[config.mk]
export PLATFORM = sky130hd
export DESIGN_NAME = io_register_space_decoder
export DESIGN_NICKNAME = d
export VERILOG_FILES = /design/src/io_space_pkg.sv /design/src/io_register_space_decoder.sv
export VERILOG_INCLUDE_DIRS = /design/src
export SDC_FILE = /design/constraint.sdc
export NUM_CORES = 1
export LEC_CHECK = 0
export BUFFER_PORTS_ARGS = -buffer_cell sky130_fd_sc_hd__buf_4
export CAP_MARGIN = 20
export CORE_MARGIN = 8
export CORE_UTILIZATION = 35
export DETAILED_ROUTE_END_ITERATION = 16
export SYNTH_ARGS = -nofsm -noshare
export SYNTH_HDL_FRONTEND = slang
export SYNTH_SLANG_ARGS = --single-unit
[constraint.sdc]
create_clock -name sys_clk -period 8.85 [get_ports sys_clk]
set_clock_uncertainty 0.15 [all_clocks]
set_input_delay 1.77 -clock sys_clk [delete_from_list [all_inputs] [get_ports sys_clk]]
set_output_delay 1.77 -clock sys_clk [all_outputs]
set_load 0.02 [all_outputs]
[src/io_space_params.svh]
`ifndef IO_SPACE_PARAMS_SVH
`define IO_SPACE_PARAMS_SVH

// ****************************************************************
// Address windows
// ****************************************************************
`define IO_LAST 8'h3F
`define DATA_IO_BASE 8'h20
`define DATA_IO_LAST 8'h5F
`define EXT_FIRST 8'h60
`define BIT_LAST 6'h1F

// ****************************************************************
// Register offsets
// ****************************************************************
`define OFS_PORT_A_PINS 6'h00
`define OFS_PORT_A_DIR 6'h01
`define OFS_PORT_A_OUT 6'h02
`define OFS_PORT_B_PINS 6'h03
`define OFS_PORT_B_DIR 6'h04
`define OFS_PORT_B_OUT 6'h05
`define OFS_PORT_C_PINS 6'h06
`define OFS_PORT_C_DIR 6'h07
`define OFS_PORT_C_OUT 6'h08
`define OFS_PORT_D_PINS 6'h09
`define OFS_PORT_D_DIR 6'h0A
`define OFS_PORT_D_OUT 6'h0B
`define OFS_PORT_E_PINS 6'h0C
`define OFS_PORT_E_DIR 6'h0D
`define OFS_PORT_E_OUT 6'h0E
`define OFS_PORT_F_PINS 6'h0F
`define OFS_PORT_F_DIR 6'h10
`define OFS_PORT_F_OUT 6'h11
`define OFS_PORT_G_PINS 6'h12
`define OFS_PORT_G_DIR 6'h13
`define OFS_PORT_G_OUT 6'h14
`define OFS_TIMER0_FLAGS 6'h15
`define OFS_TIMER1_FLAGS 6'h16
`define OFS_TIMER2_FLAGS 6'h17
`define OFS_EXT_INT_FLAGS 6'h1C
`define OFS_EXT_INT_MASK 6'h1D
`define OFS_SCRATCH_0 6'h1E
`define OFS_EEPROM_CTRL 6'h1F
`define OFS_EEPROM_DATA 6'h20
`define OFS_EEPROM_ADDR_LO 6'h21
`define OFS_EEPROM_ADDR_HI 6'h22
`define OFS_PRESCALER_CTRL 6'h23
`define OFS_TIMER0_CTRL 6'h24
`define OFS_TIMER0_COUNT 6'h26
`define OFS_TIMER0_COMPARE 6'h27
`define OFS_SCRATCH_1 6'h2A
`define OFS_SCRATCH_2 6'h2B
`define OFS_SPI_CTRL 6'h2C
`define OFS_SPI_STATUS 6'h2D

// ****************************************************************
// Field masks and reset value
// ****************************************************************
`define MASK_FULL 8'hFF
`define MASK_NONE 8'h00
`define MASK_PORT_G 8'h1F
`define MASK_TIMER0_FLAGS 8'h03
`define MASK_TIMER1_FLAGS 8'h27
`define MASK_TIMER2_FLAGS 8'h03
`define MASK_EXT_INT 8'hC3
`define MASK_EEPROM_CTRL 8'h0F
`define MASK_EEPROM_ADDR_HI 8'h01
`define MASK_PRESCALER 8'h83
`define MASK_SPI_STATUS_RW 8'h01
`define MASK_SPI_STATUS_HW 8'hC0
`define RESET_VALUE 8'h00
`endif

[src/io_space_pkg.sv]
package io_space_pkg;

    typedef enum logic [2:0] {
        op_read,
        op_write,
        set_single_bit_instr,
        clear_single_bit_instr,
        skip_if_bit_one_instr,
        skip_if_bit_zero_instr
    } io_op_t;

    typedef struct packed {
        logic valid;
        logic data_space;
        io_op_t op;
        logic [7:0] addr;
        logic [2:0] bit_sel;
        logic [7:0] wdata;
    } io_req_t;

    typedef struct packed {
        logic valid;
        logic hit;
        logic ext_hit;
        logic refused;
        logic skip;
        logic [7:0] rdata;
    } io_rsp_t;

    typedef struct packed {
        logic [7:0] a;
        logic [7:0] b;
        logic [7:0] c;
        logic [7:0] d;
        logic [7:0] e;
        logic [7:0] f;
        logic [4:0] g;
    } port_bus_t;

    typedef struct packed {
        logic [7:0] timer0;
        logic [7:0] timer1;
        logic [7:0] timer2;
        logic [7:0] ext_int;
    } flag_event_t;

    typedef struct packed {
        logic [7:0] timer0_event_flags;
        logic [7:0] timer1_event_flags;
        logic [7:0] timer2_event_flags;
        logic [7:0] external_interrupt_flags;
        logic [7:0] external_interrupt_mask;
        logic [7:0] eeprom_control;
        logic [7:0] eeprom_data;
        logic [7:0] eeprom_address_low;
        logic [7:0] eeprom_address_high;
        logic [7:0] timer_prescaler_control;
        logic [7:0] timer0_control;
        logic [7:0] timer0_count;
        logic [7:0] timer0_compare_value;
        logic [7:0] serial_peripheral_control;
        logic [7:0] serial_peripheral_status;
    } periph_ctrl_t;

endpackage

[src/io_register_space_decoder.sv]
`timescale 1ns/1ns
`include "io_space_params.svh"

module io_register_space_decoder (
    input wire logic sys_clk,
    input wire logic rst,
    input wire io_space_pkg::io_req_t req,
    output io_space_pkg::io_rsp_t rsp,
    output logic ext_sel,
    input wire io_space_pkg::port_bus_t pins,
    input wire io_space_pkg::flag_event_t flag_set,
    input wire logic [1:0] spi_hw_status,
    output io_space_pkg::port_bus_t port_dir,
    output io_space_pkg::port_bus_t port_out,
    output io_space_pkg::periph_ctrl_t ctrl
);

    // ****************************************************************
    // Decode helpers
    // ****************************************************************
    // Bits that software stores; stored bits outside this and the flag mask read zero
    function automatic logic [7:0] rw_mask(input logic [5:0] a);
        unique case (a)
            `OFS_PORT_A_DIR, `OFS_PORT_A_OUT, `OFS_PORT_B_DIR, `OFS_PORT_B_OUT,
            `OFS_PORT_C_DIR, `OFS_PORT_C_OUT, `OFS_PORT_D_DIR, `OFS_PORT_D_OUT,
            `OFS_PORT_E_DIR, `OFS_PORT_E_OUT, `OFS_PORT_F_DIR, `OFS_PORT_F_OUT,
            `OFS_EXT_INT_MASK, `OFS_SCRATCH_0, `OFS_EEPROM_DATA,
            `OFS_EEPROM_ADDR_LO, `OFS_TIMER0_CTRL, `OFS_TIMER0_COUNT,
            `OFS_TIMER0_COMPARE, `OFS_SCRATCH_1, `OFS_SCRATCH_2,
            `OFS_SPI_CTRL: rw_mask = `MASK_FULL;
            `OFS_PORT_G_DIR, `OFS_PORT_G_OUT: rw_mask = `MASK_PORT_G;
            `OFS_EEPROM_CTRL: rw_mask = `MASK_EEPROM_CTRL;
            `OFS_EEPROM_ADDR_HI: rw_mask = `MASK_EEPROM_ADDR_HI;
            `OFS_PRESCALER_CTRL: rw_mask = `MASK_PRESCALER;
            `OFS_SPI_STATUS: rw_mask = `MASK_SPI_STATUS_RW;
            default: rw_mask = `MASK_NONE;
        endcase
    endfunction

    // Flag bits set by hardware and cleared by writing one
    function automatic logic [7:0] w1c_mask(input logic [5:0] a);
        unique case (a)
            `OFS_TIMER0_FLAGS: w1c_mask = `MASK_TIMER0_FLAGS;
            `OFS_TIMER1_FLAGS: w1c_mask = `MASK_TIMER1_FLAGS;
            `OFS_TIMER2_FLAGS: w1c_mask = `MASK_TIMER2_FLAGS;
            `OFS_EXT_INT_FLAGS: w1c_mask = `MASK_EXT_INT;
            default: w1c_mask = `MASK_NONE;
        endcase
    endfunction

    function automatic logic [7:0] event_bits(input logic [5:0] a);
        unique case (a)
            `OFS_TIMER0_FLAGS: event_bits = flag_set.timer0;
            `OFS_TIMER1_FLAGS: event_bits = flag_set.timer1;
            `OFS_TIMER2_FLAGS: event_bits = flag_set.timer2;
            `OFS_EXT_INT_FLAGS: event_bits = flag_set.ext_int;
            default: event_bits = `MASK_NONE;
        endcase
    endfunction

    // ****************************************************************
    // Address decode
    // ****************************************************************
    logic [7:0] store [64];
    logic [7:0] data_ofs;
    logic [5:0] ofs;
    logic in_window;
    logic io_refused;
    logic bit_op;
    logic bit_refused;
    logic take;
    logic wr_en;
    logic [7:0] bit_m;
    logic [7:0] cur;
    logic [7:0] next_val;

    assign data_ofs = req.addr - `DATA_IO_BASE;
    assign bit_op = req.op != io_space_pkg::op_read && req.op != io_space_pkg::op_write;

    always_comb begin
        if (req.data_space) begin
            in_window = req.addr >= `DATA_IO_BASE && req.addr <= `DATA_IO_LAST;
            ofs = data_ofs[5:0];
            io_refused = 1'b0;
        end else begin
            in_window = req.addr <= `IO_LAST;
            ofs = req.addr[5:0];
            io_refused = !in_window;
        end
    end

    // only data-space accesses reach the extended bank
    assign ext_sel = req.valid && req.data_space && req.addr >= `EXT_FIRST && !bit_op;

    // bit operations only from I/O instructions on the low 32
    assign bit_refused = bit_op && (req.data_space || !in_window || ofs > `BIT_LAST);
    assign take = req.valid && in_window && !bit_refused;
    assign wr_en = take && (req.op == io_space_pkg::op_write
        || req.op == io_space_pkg::set_single_bit_instr
        || req.op == io_space_pkg::clear_single_bit_instr);
    assign bit_m = 8'h01 << req.bit_sel;

    // ****************************************************************
    // Read value
    // ****************************************************************
    function automatic logic [7:0] read_value(input logic [5:0] a);
        unique case (a)
            `OFS_PORT_A_PINS: read_value = pins.a;
            `OFS_PORT_B_PINS: read_value = pins.b;
            `OFS_PORT_C_PINS: read_value = pins.c;
            `OFS_PORT_D_PINS: read_value = pins.d;
            `OFS_PORT_E_PINS: read_value = pins.e;
            `OFS_PORT_F_PINS: read_value = pins.f;
            `OFS_PORT_G_PINS: read_value = {3'h0, pins.g};
            `OFS_SPI_STATUS: read_value = {spi_hw_status, 6'h00}
                | (store[a] & `MASK_SPI_STATUS_RW);
            default: read_value = store[a] & (rw_mask(a) | w1c_mask(a));
        endcase
    endfunction

    assign cur = read_value(ofs);

    always_comb begin
        next_val = store[ofs];
        unique case (req.op)
            io_space_pkg::op_write: begin
                next_val = (req.wdata & rw_mask(ofs))
                    | (store[ofs] & w1c_mask(ofs) & ~req.wdata);
            end
            io_space_pkg::set_single_bit_instr: begin
                // the addressed bit alone; a one there clears that flag
                next_val = (store[ofs] | (bit_m & rw_mask(ofs))) & ~(bit_m & w1c_mask(ofs));
            end
            io_space_pkg::clear_single_bit_instr: begin
                // a zero never clears a flag
                next_val = store[ofs] & ~(bit_m & rw_mask(ofs));
            end
            default: next_val = store[ofs];
        endcase
    end

    // ****************************************************************
    // Register storage
    // ****************************************************************
    // Hardware events are OR-ed in last so a set in the clearing cycle wins
    always_ff @(posedge sys_clk) begin
        for (int i = 0; i < 64; i++) begin
            if (rst) begin
                store[i] <= `RESET_VALUE;
            end else if (wr_en && ofs == 6'(i)) begin
                store[i] <= next_val | (event_bits(6'(i)) & w1c_mask(6'(i)));
            end else begin
                store[i] <= store[i] | (event_bits(6'(i)) & w1c_mask(6'(i)));
            end
        end
    end

    // ****************************************************************
    // Response
    // ****************************************************************
    always_ff @(posedge sys_clk) begin
        if (rst) begin
            rsp <= '0;
        end else begin
            rsp.valid <= req.valid;
            rsp.hit <= take;
            rsp.ext_hit <= ext_sel;
            rsp.refused <= req.valid && (io_refused || bit_refused);
            rsp.rdata <= (take && req.op == io_space_pkg::op_read) ? cur : 8'h00;
            if (take && req.op == io_space_pkg::skip_if_bit_one_instr) begin
                rsp.skip <= |(cur & bit_m);
            end else if (take && req.op == io_space_pkg::skip_if_bit_zero_instr) begin
                rsp.skip <= ~|(cur & bit_m);
            end else begin
                rsp.skip <= 1'b0;
            end
        end
    end

    // ****************************************************************
    // Outputs to the port pads and peripherals
    // ****************************************************************
    assign port_dir.a = store[`OFS_PORT_A_DIR];
    assign port_dir.b = store[`OFS_PORT_B_DIR];
    assign port_dir.c = store[`OFS_PORT_C_DIR];
    assign port_dir.d = store[`OFS_PORT_D_DIR];
    assign port_dir.e = store[`OFS_PORT_E_DIR];
    assign port_dir.f = store[`OFS_PORT_F_DIR];
    assign port_dir.g = store[`OFS_PORT_G_DIR][4:0];
    assign port_out.a = store[`OFS_PORT_A_OUT];
    assign port_out.b = store[`OFS_PORT_B_OUT];
    assign port_out.c = store[`OFS_PORT_C_OUT];
    assign port_out.d = store[`OFS_PORT_D_OUT];
    assign port_out.e = store[`OFS_PORT_E_OUT];
    assign port_out.f = store[`OFS_PORT_F_OUT];
    assign port_out.g = store[`OFS_PORT_G_OUT][4:0];

    assign ctrl.timer0_event_flags = store[`OFS_TIMER0_FLAGS];
    assign ctrl.timer1_event_flags = store[`OFS_TIMER1_FLAGS];
    assign ctrl.timer2_event_flags = store[`OFS_TIMER2_FLAGS];
    assign ctrl.external_interrupt_flags = store[`OFS_EXT_INT_FLAGS];
    assign ctrl.external_interrupt_mask = store[`OFS_EXT_INT_MASK];
    assign ctrl.eeprom_control = store[`OFS_EEPROM_CTRL];
    assign ctrl.eeprom_data = store[`OFS_EEPROM_DATA];
    assign ctrl.eeprom_address_low = store[`OFS_EEPROM_ADDR_LO];
    assign ctrl.eeprom_address_high = store[`OFS_EEPROM_ADDR_HI];
    assign ctrl.timer_prescaler_control = store[`OFS_PRESCALER_CTRL];
    assign ctrl.timer0_control = store[`OFS_TIMER0_CTRL];
    assign ctrl.timer0_count = store[`OFS_TIMER0_COUNT];
    assign ctrl.timer0_compare_value = store[`OFS_TIMER0_COMPARE];
    assign ctrl.serial_peripheral_control = store[`OFS_SPI_CTRL];
    assign ctrl.serial_peripheral_status = store[`OFS_SPI_STATUS];
endmodule

==> run metrics <==
reg2reg path depth 9; share of the synthesized area in the top cell type between 60% and 70%; WP data arrival 6.51 ns; synth unique cells 76; area leader, netlist edfxtp_1; vias ~18000; Final HPWL DP about 62000 um; CP peak stage delay about 0.88 ns; layer with the highest usage met2; asr flop ratio synth 0%; antenna violations before repair 2; cts bufs inserted 56; peak fanout along the critical path 39; Initial DRT Pass Iterations 7; post-route ant nets 0; share of layout cells above drive strength 1 26.12%; FMAX 0.1583 GHz; worst r2r dst store[10][2]; Leak 11.02 nW; clk root buf clkbuf_16; TritonCTS clock tree done; synth cell count leaders edfxtp_1, nor2_1, mux4_2; setup violators final 0; crit path kind primary input to flip-flop; Total Routing Usage GR approximately 21%; nets@finish 2331; Mapped Avg Cell Area approximately 14 um^2; Layout Cells excl Fill 3195; DIE WIDTH between 200 and 300 um; final hold slack between 0.5 and 0.6 ns; post-route minimum period ~6.3 ns; crit-path cells buf_4, clkinv_1, nor2_1, and2_1, a211o_1, a21oi_1, a211o_1, a21oi_1, or2_2, buf_4, nor2_1; main combinational cell family by area after synthesis simple AND/OR/NAND/NOR gates; Final Max Tran Viols 0; Via density roughly 5.6; Clock transition at path regs 0.06 ns; met2 Use GR a little over a third; # diodes 0; final worst path period share between 70% and 80%; reg2reg start store[16][2]; H-tree Lvls 2; family with the most delay on the worst path simple AND/OR/NAND/NOR gates; prevailing post-synth register cell edfxtp_1; Synth Area in Simple Gates 12.60%; Max-Cap Viols 0; Yosys Warn Count 0; Syn Std Cell Area 0.02445 mm^2; Setup TNS Final 0 ns; largest cells by area after synthesis edfxtp_1, mux4_2, nor2_1, mux2i_1, nand2b_1; WL per Instance around 28 um; Port Buffers between 300 and 400; Die H approximately 280 um; DRT Wirelength between 80000 and 90000 um; post-CTS setup buffers 0; vias in the first global route approximately 18000; GPL Wtd Cong about 0.95; Tot Pwr a little under 6 mW; post-synthesis mux area share approximately 12%; clk sinks approximately 530; clk buf depth 3; pin count of the biggest net entering global routing 86; clock latency on the worst-skew pair approximately 0.61 ns; first-pass GRT wire length ~120000 um; WP buf/inv 3; Worst EP required 9.05 ns; register area approximately 0.016 mm^2; Area Growth Syn to Fin 22.55%; status finished, final reports clean; number of synthesized flops with an enable pin 512; Hold Path Class flip-flop to flip-flop; Crit-path slowest cell clkinv_1; Top Ports 353; met1 Use GR between 20% and 30%; post-synthesis compound-gate area fraction 7.144%; maximum VDD drop 0.0001602 V; Power Dens Cells 197.9 mW/mm^2; grt met3 use under 10%; flops & latches, synth approximately 530; drt drc 0; filler cell count 6409; worst-margin pin slew roughly 1.2 ns; top-count cell post-synth edfxtp_1; # hold bufs at CTS 0; R2R setup slack 4.43 ns; Core Footprint approximately 0.07 mm^2; # rows 97; number of hold violations in the final report 0; Mapped Cells about 1800; Hold Path Origin store[22][5]; Post-Synth Adder-Cell Area 0.4094%; Resize count post-CTS 0; kind of end point of the critical path flip-flop; Max-Slew Margin vs Limit a little under a quarter; xor-xnor portion of the synthesized cell area less than 1%; multi-input logic area approximately 0.0086 mm^2; total gr overflow 0; Worst Setup Start Kind primary input; Die ar. approximately 0.079 mm^2; placed insts slightly above 3000; DR iter-0 viols around 2300; Hold EP store[22][5]; Hold Crit Depth 2; register area share after synthesis a little under two thirds; RSZ-0062 raised after global routing no; Initial Utilization a little over a third
## layout make-up
type                       count  area share [%]
sequential                   525           52.18
multi-input combinational   1243           28.55
clock inverter                34           1.111
inverter                      23          0.2881
timing repair buffer         361           9.104
tap                          940           3.926
clock buffer                  69           4.840
## power by group
| group | leakage, nW | internal, mW | total (mW) | switching, mW |
|---|---|---|---|---|
| combinational | 4.86 | 0.245 | 0.721 | 0.476 |
| clock | 0.848 | 1.31 | 2.30 | 0.990 |
| sequential | 5.31 | 2.85 | 2.90 | 0.0582 |
## worst register-to-register path, stage by stage (launching register included)
cell and delay (ns):
edfxtp_1 0.42, mux4_2 0.53, mux2i_1 0.29, nor2_1 0.08
nor4_1 0.86, nand2_1 0.13, a21oi_1 0.40, or2_2 0.84
buf_4 0.40, nor2_1 0.07
## worst max path at each step
stage | start | end | slack, ns | depth (start not counted)
after CTS | req[11] | store[14][2] | 2.69 | 11
after global placement | req[11] | store[10][2] | 2.06 | 11
after global routing | req[15] | store[15][2] | 2.44 | 11
after floorplan | req[12] | store[21][6] | 3.32 | 17
after detailed placement | req[11] | store[10][2] | 2.06 | 11
final | req[15] | store[10][2] | 2.53 | 11
## cell families (layout without fill, tap and decap cells)
logic type	Yosys count	after routing
XOR/XNOR	3	3
flip-flops	525	525
AND/OR/NAND/NOR	685	685
adder cells (fa/ha/maj)	8	8
multiplexers	166	166
AO/OA/AOI/OAI	240	240
buffers and inverters	174	487
other	2	141
## stage by stage
| stage | setup WS [ns] | util, % | cell area, um^2 |
|---|---|---|---|
| after floorplan | 3.320 | - | 24970 |
| after global placement | 2.061 | 40.51 | 28170 |
| after detailed placement | 2.060 | 40.51 | 28170 |
| after CTS | 2.689 | 43.08 | 29960 |
| after global routing | 2.445 | 43.08 | 29960 |
| final | 2.534 | 43.08 | 29960 |
## state kept, by name, summed over array words and instances (netlist names)
| name | flops |
|---|---|
| store | 512 |
| rsp | 13 |
## cell usage in the layout, fill, tap and decap left out, types with 9 or more instances in the layout
cell type and count:
edfxtp_1 512, nor2_1 421, buf_4 357, conb_1 141
mux4_2 109, nand2b_1 58, nand3_1 57, clkbuf_16 56
mux2i_1 54, a22oi_1 46, nand2_1 44, a21oi_1 42
nor3_1 21, inv_1 20, a22o_1 19, o21ai_0 17
a32oi_1 14, a31o_2 14, a211oi_1 13, clkbuf_1 13
dfxtp_1 13, clkinv_1 12, nor2b_1 12, nand4_1 11
a31oi_1 11, clkinv_2 9
## per-layer routing
metal  vias up  share of wire [%]
met1      9090                 39
met5         -                  0
li1       7515                  -
met4         0                2.7
met2      1066                 48
met3       145                 10
No activity file was read; power rests on OpenSTA's default activity.
